## config.mk

```make
export PLATFORM = sky130hd
export DESIGN_NAME = uocs_top
export DESIGN_NICKNAME = d
export VERILOG_FILES = /design/src/rtl/uocs_pkg.sv /design/src/rtl/uocs_top.sv
export SDC_FILE = /design/constraint.sdc
export NUM_CORES = 1
export LEC_CHECK = 0
export ABC_AREA = 1
export BUFFER_PORTS_ARGS = -buffer_cell sky130_fd_sc_hd__buf_2
export CORE_UTILIZATION = 38
export DETAILED_ROUTE_END_ITERATION = 7
export GPL_TIMING_DRIVEN = 0
export MAX_ROUTING_LAYER = met4
export PLACE_DENSITY_LB_ADDON = 0.05
export SYNTH_ARGS = -nofsm -noshare
export SYNTH_HDL_FRONTEND = slang
export SYNTH_SLANG_ARGS = --single-unit
```

## constraint.sdc

```tcl
create_clock -name clk -period 1.15 [get_ports clk]
set_input_delay 0.0575 -clock clk [delete_from_list [all_inputs] [get_ports clk]]
set_output_delay 0.0575 -clock clk [all_outputs]
set_load 0.02 [all_outputs]
```

## src/rtl/uocs_pkg.sv

```systemverilog
package uocs_pkg;

  // register map, one aligned word
  localparam logic [3:0] OCS_ADDR = 4'h0;

  // field positions within the control and status byte
  localparam int BIT_SIDE  = 7;
  localparam int BIT_FSHS  = 6;
  localparam int BIT_LS    = 5;
  localparam int BIT_VBHI  = 4;
  localparam int BIT_VBLO  = 3;
  localparam int BIT_HOST  = 2;
  localparam int BIT_RSVD  = 1;
  localparam int BIT_SESS  = 0;

  localparam logic [7:0] OCS_RESET = 8'h00;

  // vbus level codes
  localparam logic [1:0] VB_BELOW_END  = 2'h0;
  localparam logic [1:0] VB_END_AVALID = 2'h1;
  localparam logic [1:0] VB_AVALID_VBV = 2'h2;
  localparam logic [1:0] VB_ABOVE_VBV  = 2'h3;

  // attached peripheral speed class, one-hot
  typedef enum logic [2:0] {
    SPD_NONE = 3'b001,
    SPD_FSHS = 3'b010,
    SPD_LS   = 3'b100
  } uocs_speed_t;

  // status from the port side
  typedef struct packed {
    logic sessEnd;
    logic aValid;
    logic vbusValid;
    logic bSide;
    logic hostRole;
    logic suspended;
    logic connFs;
    logic connLs;
    logic chirpSeen;
    logic sessActive;
  } uocs_port_t;

  // avalon request bundle
  typedef struct packed {
    logic [3:0]  address;
    logic        read;
    logic        write;
    logic [31:0] writedata;
    logic [3:0]  byteenable;
  } uocs_req_t;

endpackage

```

## src/rtl/uocs_top.sv

```systemverilog
// Local design decisions: the address map and the Avalon-MM interface to the registers.
module uocs_top
  import uocs_pkg::*;
(
  input  wire logic              clk,
  input  wire logic              reset_n,
  input  wire uocs_pkg::uocs_req_t avReq,
  output logic [31:0]            avReaddata,
  output logic                   avWaitrequest,
  input  wire uocs_pkg::uocs_port_t portIn,
  output logic                   sessionReq,
  output logic                   softDisconnect,
  output logic                   highSpeedPeer
);
  import uocs_pkg::*;

  ////////////////////////////////////////////////////////////////////////////
  // reset release
  logic rstMeta_q;
  logic rstSync_q;
  logic rstN;

  always_ff @(posedge clk or negedge reset_n) begin
    if (!reset_n) begin
      rstMeta_q <= 1'b0;
      rstSync_q <= 1'b0;
    end else begin
      rstMeta_q <= 1'b1;
      rstSync_q <= rstMeta_q;
    end
  end
  assign rstN = rstSync_q;

  ////////////////////////////////////////////////////////////////////////////
  // port status synchroniser
  uocs_port_t portMeta_q;
  uocs_port_t port_q;

  always_ff @(posedge clk or negedge rstN) begin
    if (!rstN) begin
      portMeta_q <= '0;
      port_q     <= '0;
    end else begin
      portMeta_q <= portIn;
      port_q     <= portMeta_q;
    end
  end

  ////////////////////////////////////////////////////////////////////////////
  // vbus band encoding
  function automatic logic [1:0] vbusBand(input uocs_port_t p);
    if (p.vbusValid) begin
      vbusBand = VB_ABOVE_VBV;
    end else if (p.aValid) begin
      vbusBand = VB_AVALID_VBV;
    end else if (!p.sessEnd) begin
      vbusBand = VB_END_AVALID;
    end else begin
      vbusBand = VB_BELOW_END;
    end
  endfunction

  ////////////////////////////////////////////////////////////////////////////
  // bus decode
  logic busWr;
  logic busRd;
  logic hitOcs;
  logic waitDone_q;

  assign hitOcs = (avReq.address == OCS_ADDR);
  assign busWr  = avReq.write && waitDone_q;
  assign busRd  = avReq.read && waitDone_q;

  // one wait state per access
  always_ff @(posedge clk or negedge rstN) begin
    if (!rstN) begin
      waitDone_q <= 1'b0;
    end else begin
      waitDone_q <= (avReq.read || avReq.write) && !waitDone_q;
    end
  end
  assign avWaitrequest = (avReq.read || avReq.write) && !waitDone_q;

  logic swWrSess;
  assign swWrSess = busWr && hitOcs && avReq.byteenable[0];

  ////////////////////////////////////////////////////////////////////////////
  // speed class tracking
  uocs_speed_t speed_q;
  logic        hs_q;

  always_ff @(posedge clk or negedge rstN) begin
    if (!rstN) begin
      speed_q <= SPD_NONE;
    end else begin
      case (speed_q)
        SPD_NONE: begin
          if (port_q.hostRole && port_q.connFs) begin
            speed_q <= SPD_FSHS;
          end else if (port_q.hostRole && port_q.connLs) begin
            speed_q <= SPD_LS;
          end
        end
        SPD_FSHS: begin
          if (!port_q.hostRole || !port_q.connFs) begin
            speed_q <= SPD_NONE;
          end
        end
        SPD_LS: begin
          if (!port_q.hostRole || !port_q.connLs) begin
            speed_q <= SPD_NONE;
          end
        end
        default: speed_q <= SPD_NONE;
      endcase
    end
  end

  always_ff @(posedge clk or negedge rstN) begin
    if (!rstN) begin
      hs_q <= 1'b0;
    end else if (speed_q != SPD_FSHS) begin
      hs_q <= 1'b0;
    end else if (port_q.chirpSeen) begin
      hs_q <= 1'b1;
    end
  end
  assign highSpeedPeer = hs_q;

  ////////////////////////////////////////////////////////////////////////////
  // session bit
  logic sess_q;
  logic sessActPrev_q;
  logic sessRise;
  logic sessFall;

  assign sessRise = port_q.sessActive && !sessActPrev_q;
  assign sessFall = !port_q.sessActive && sessActPrev_q;

  always_ff @(posedge clk or negedge rstN) begin
    if (!rstN) begin
      sessActPrev_q <= 1'b0;
    end else begin
      sessActPrev_q <= port_q.sessActive;
    end
  end

  always_ff @(posedge clk or negedge rstN) begin
    if (!rstN) begin
      sess_q <= 1'b0;
    end else if (port_q.bSide && sessRise) begin
      sess_q <= 1'b1;
    end else if (port_q.bSide && sessFall && !swWrSess) begin
      sess_q <= 1'b0;
    end else if (swWrSess) begin
      sess_q <= avReq.writedata[BIT_SESS];
    end
  end
  assign sessionReq = sess_q;

  always_ff @(posedge clk or negedge rstN) begin
    if (!rstN) begin
      softDisconnect <= 1'b0;
    end else if (swWrSess && sess_q && !avReq.writedata[BIT_SESS] && port_q.suspended) begin
      softDisconnect <= 1'b1;
    end else if (swWrSess && avReq.writedata[BIT_SESS]) begin
      softDisconnect <= 1'b0;
    end
  end

  ////////////////////////////////////////////////////////////////////////////
  // status byte assembly
  logic [7:0] status;

  always_comb begin
    status           = OCS_RESET;
    status[BIT_SIDE] = port_q.bSide;
    status[BIT_FSHS] = port_q.hostRole && (speed_q == SPD_FSHS);
    status[BIT_LS]   = port_q.hostRole && (speed_q == SPD_LS);
    {status[BIT_VBHI], status[BIT_VBLO]} = vbusBand(port_q);
    status[BIT_HOST] = port_q.hostRole;
    status[BIT_RSVD] = 1'b0;
    status[BIT_SESS] = sess_q;
  end

  // read data register
  always_ff @(posedge clk or negedge rstN) begin
    if (!rstN) begin
      avReaddata <= '0;
    end else if (avReq.read && !waitDone_q) begin
      avReaddata <= hitOcs ? {24'h000000, status} : 32'h00000000;
    end
  end

  ////////////////////////////////////////////////////////////////////////////
  // checks
  // host bit follows role
  property p_host_bit;
    @(posedge clk) disable iff (!rstN)
      busRd && hitOcs |-> avReaddata[BIT_HOST] == $past(port_q.hostRole);
  endproperty
  a_host_bit: assert property (p_host_bit) else $error("host bit wrong");

  property p_rsvd_zero;
    @(posedge clk) disable iff (!rstN)
      busRd |-> avReaddata[BIT_RSVD] == 1'b0;
  endproperty
  a_rsvd_zero: assert property (p_rsvd_zero) else $error("reserved bit nonzero");

  property p_fs_host;
    @(posedge clk) disable iff (!rstN)
      busRd && hitOcs && !$past(port_q.hostRole) |-> !avReaddata[BIT_FSHS] && !avReaddata[BIT_LS];
  endproperty
  a_fs_host: assert property (p_fs_host) else $error("speed bit outside host");

  property p_ls_set;
    @(posedge clk) disable iff (!rstN)
      port_q.hostRole && port_q.connLs && !port_q.connFs && speed_q == SPD_NONE
        ##1 port_q.hostRole && port_q.connLs |-> speed_q == SPD_LS;
  endproperty
  a_ls_set: assert property (p_ls_set) else $error("low speed not caught");

  property p_hs_chirp;
    @(posedge clk) disable iff (!rstN)
      speed_q == SPD_FSHS && port_q.chirpSeen |=> hs_q;
  endproperty
  a_hs_chirp: assert property (p_hs_chirp) else $error("chirp missed");

  property p_vbus;
    @(posedge clk) disable iff (!rstN)
      busRd && hitOcs && $past(port_q.vbusValid) |-> avReaddata[BIT_VBHI:BIT_VBLO] == VB_ABOVE_VBV;
  endproperty
  a_vbus: assert property (p_vbus) else $error("vbus code wrong");

  property p_b_sess;
    @(posedge clk) disable iff (!rstN)
      port_q.bSide && sessRise |=> sess_q;
  endproperty
  a_b_sess: assert property (p_b_sess) else $error("b side session not set");

  property p_a_write;
    @(posedge clk) disable iff (!rstN)
      swWrSess && !sessRise |=> sess_q == $past(avReq.writedata[BIT_SESS]) || $past(sessFall);
  endproperty
  a_a_write: assert property (p_a_write) else $error("session write lost");

  property p_disc;
    @(posedge clk) disable iff (!rstN)
      swWrSess && sess_q && !avReq.writedata[BIT_SESS] && port_q.suspended |=> softDisconnect;
  endproperty
  a_disc: assert property (p_disc) else $error("no soft disconnect");

  property p_side;
    @(posedge clk) disable iff (!rstN)
      busRd && hitOcs |-> avReaddata[BIT_SIDE] == $past(port_q.bSide);
  endproperty
  a_side: assert property (p_side) else $error("side bit wrong");

  property p_b_clear;
    @(posedge clk) disable iff (!rstN)
      port_q.bSide && sessFall && !swWrSess |=> !sess_q;
  endproperty
  a_b_clear: assert property (p_b_clear) else $error("b side session not cleared");

  property p_ls_bit;
    @(posedge clk) disable iff (!rstN)
      busRd && hitOcs && $past(port_q.hostRole) && $past(speed_q) == SPD_LS
        |-> avReaddata[BIT_LS] && !avReaddata[BIT_FSHS];
  endproperty
  a_ls_bit: assert property (p_ls_bit) else $error("low speed bit wrong");

  property p_vbus_low;
    @(posedge clk) disable iff (!rstN)
      busRd && hitOcs && $past(port_q.sessEnd) && !$past(port_q.aValid)
        && !$past(port_q.vbusValid) |-> avReaddata[BIT_VBHI:BIT_VBLO] == VB_BELOW_END;
  endproperty
  a_vbus_low: assert property (p_vbus_low) else $error("low vbus code wrong");

  property p_hs_clear;
    @(posedge clk) disable iff (!rstN)
      speed_q != SPD_FSHS |=> !hs_q;
  endproperty
  a_hs_clear: assert property (p_hs_clear) else $error("high speed flag stuck");

  property p_sess_read;
    @(posedge clk) disable iff (!rstN)
      busRd && hitOcs |-> avReaddata[BIT_SESS] == $past(sess_q);
  endproperty
  a_sess_read: assert property (p_sess_read) else $error("session bit read wrong");

  c_write: cover property (@(posedge clk) disable iff (!rstN) swWrSess);
  c_hs: cover property (@(posedge clk) disable iff (!rstN) $rose(hs_q));
  c_disc: cover property (@(posedge clk) disable iff (!rstN) $rose(softDisconnect));
  c_ls: cover property (@(posedge clk) disable iff (!rstN) speed_q == SPD_LS);
  c_b_sess: cover property (@(posedge clk) disable iff (!rstN) port_q.bSide && sessRise);

endmodule

```

==> out/summary.txt <==
chip width = 64.0 um
CP Capture Type = primary output
grt total ovfl = 0
Max H-tree Level = 2
min cycle time layout = 1.07 ns
ANT nets after route = 0
Nets = 259
post-DP HPWL = 1560 um
initial antenna violation count = 0
top-count cell post-synth = dfrtp_1
Worst Hold Class = primary input to register
Avg Vias per Cell = 3.93
RSZ-0062 raised after global routing = no
Clock Path Buffers = 2
crit-path cells = inv_2, nand2_1, nand2_2, buf_6
Worst VDD drop = 0.000853 V
Setup-failing EPs final = 0
Synth area leader = dfrtp_1
Layout Skew = 0.00283 ns
I/O pin cnt = 90
CP Data Required Time = 1.09 ns
startpoint class of the critical path = register
initial drt markers = 16
critical path class = register to primary output
Slowest cell on crit path = dfrtp_1
Chip Height = 64.0 um
most frequent cells after synthesis = dfrtp_1 (36), nand2_1 (27), buf_4 (25)
Place WS = -0.314 ns
share of layout cells above drive strength 1 = 0.393
routed len/inst = 8.42 um
Syn Area/Cell = 11.1 um^2
fill count = 320
placed cells = 233
Most used DFF post-synth = dfrtp_1
WL final = 2140 um
largest net degree at the start of global routing = 36
n_diodes = 0
Seq/Total Area, Yosys = 0.636
vias in the first global route = 897
Netlist Area Pre-Place = 1460 um^2
Max Slew Vio Count = 0
Worst-path clk slew = 0.07 ns
Tot Pwr = 3080 uW
P per Cell Area = 1520 nW/um^2
via count = 997
Placement Cell Area = 1760 um^2
Max-Cap Viols = 0
slowest cell delay on critical path = 0.40 ns
Cell Rows = 22
Least-Margin Pin Slew = 0.722 ns
fin area = 2020 um^2
non-filler cells, final = 254
EDFF count, synth = 0
First-pass DRT Iterations = 4
full die area = 4090 um^2
final clock period utilization by the worst path = 0.927
Sink Count = 37
CTS Buf Count = 5
Port-buffer cells = 30
fraction of registers with async set/reset = 1.00
crit path max fanout = 2
first-pass GRT wire length = 3650 um
#FFs+latches synth = 37
fmax = 938 MHz
leakage power = 0.00110 uW
Root Buffer = clkbuf_8
overall global routing resource usage = 0.123
final setup margin = 0.0842 ns
core area = 3660 um^2
CP arrival = 1.01 ns
DRC = 0
Worst slew margin = 0.519
worst skew pair latency = 0.28 ns
Final Hold Vio Count = 0
starting density of the core = 0.398
status = complete, no violations
CTS tree = done
area added between synthesis and finish = 38.3%
Area contributors post-synth = dfrtp_1 (62%), buf_4 (13%), nand2_1 (6.9%), inv_1 (2.3%), dfstp_2 (1.8%)
gpl congestion = 0.692
Util after Layout = 0.551
Synth warnings = 0
Synth top area share = 0.617
Syn Inst Count = 131
Distinct cells, synth = 20
[final cells by class]
class | instances | area (um^2) | share of cell area
plain buffers | 25 | 188 | 0.0930
clock buffers | 6 | 82.6 | 0.0409
clock inverters | 2 | 37.5 | 0.0186
inverters | 10 | 37.5 | 0.0186
multi-input cells | 82 | 395 | 0.196
flip-flops and latches | 37 | 928 | 0.460
well taps | 48 | 60.1 | 0.0298
repair buffers | 44 | 289 | 0.143
[power breakdown]
group          total (uW)  internal [uW]  switching, uW  leakage, uW
sequential           1480           1410           70.9     0.000453
clock                1140            704            436    0.0000574
combinational         456            201            256     0.000594
[flip-flops by register name, indices dropped and copies added, names as in the netlist, 3 cells and up]
name,count
port_q,10
speed_q,3
portMeta_q,10
avReaddata,7
[cells by family (layout without fill, tap and decap cells)]
group | after synthesis | after routing | share of synthesized area
and+or+nand+nor | 46 | 46 | 0.147
DFF | 37 | 37 | 0.636
other | 2 | 26 | 0.00515
buffers and inverters | 36 | 87 | 0.162
AOI/OAI and AO/OA | 10 | 10 | 0.0506
[cells in the final DEF (no fill, tap or decap)]
master,synthesis,routed
dfrtp_1,36,35
buf_2,0,29
buf_4,25,28
nand2_1,27,26
conb_1,2,26
dlygate4sd3_1,0,11
inv_1,9,9
nor2_1,7,6
clkbuf_8,0,6
nand3_1,5,5
o21ai_0,5,5
nor2_2,2,3
nand2_4,1,2
o31ai_2,2,2
nor3_2,2,2
inv_2,1,1
nand2_2,1,1
o31ai_1,1,1
o21bai_2,1,1
nor2_4,1,1
o21ai_1,1,1
clkinvlp_4,0,1
bufinv_16,0,1
buf_6,1,1
dfrtp_2,0,1
dfstp_2,1,1
[critical path, delay by kind of cell, from the launching register on]
family | cells | cell delay [ns]
DFF | 1 | 0.40
buffers and inverters | 2 | 0.19
and+or+nand+nor | 2 | 0.14
[layer usage]
| metal | GRT usage | routed length [um] | vias up | share of wire |
|---|---|---|---|---|
| met5 | - | 0 | - | 0 |
| met4 | 0.0682 | 41 | 0 | 0.019 |
| met3 | 0.0464 | 189 | 6 | 0.088 |
| met2 | 0.210 | 1020 | 43 | 0.48 |
| met1 | 0.120 | 884 | 447 | 0.41 |
| li1 | - | - | 501 | - |
[path summary, 6_finish.rpt]
check | cells after the start | from | slack, ns | endpoint
worst max-delay path | 4 | waitDone_q | 0.08 | avWaitrequest
worst min-delay path | 3 | avReq[4] | 0.01 | sessionReq
worst max register to register | 4 | waitDone_q | 0.13 | avReaddata[3]
worst min register to register | 0 | rstN | 0.33 | portMeta_q[3]
max in group asynchronous | 0 | rstN | 0.36 | portMeta_q[2]
min in group asynchronous | 2 | reset_n | 0.09 | rstMeta_q
[metrics by stage]
step	hold slack, ns	setup TNS [ns]
3_3_place_gp	-0.158	-9.37
2_1_floorplan	-0.238	0
4_1_cts	0.00702	0
6_report	0.0138	0
5_1_grt	0.0129	0
3_5_place_dp	-0.152	-10.71
[timing repair]
| action | in CTS | in global routing |
|---|---|---|
| resized for setup | 5 | 1 |
| hold buffers | 11 | 0 |
| setup endpoints to repair | 36 | 3 |
| endpoints found under the hold margin | 12 | 0 |
| pin swaps | 0 | 1 |
| cloned | 0 | 0 |
| buffers inserted | 0 | 3 |
Note: power is estimated with default switching activity, not from simulation.
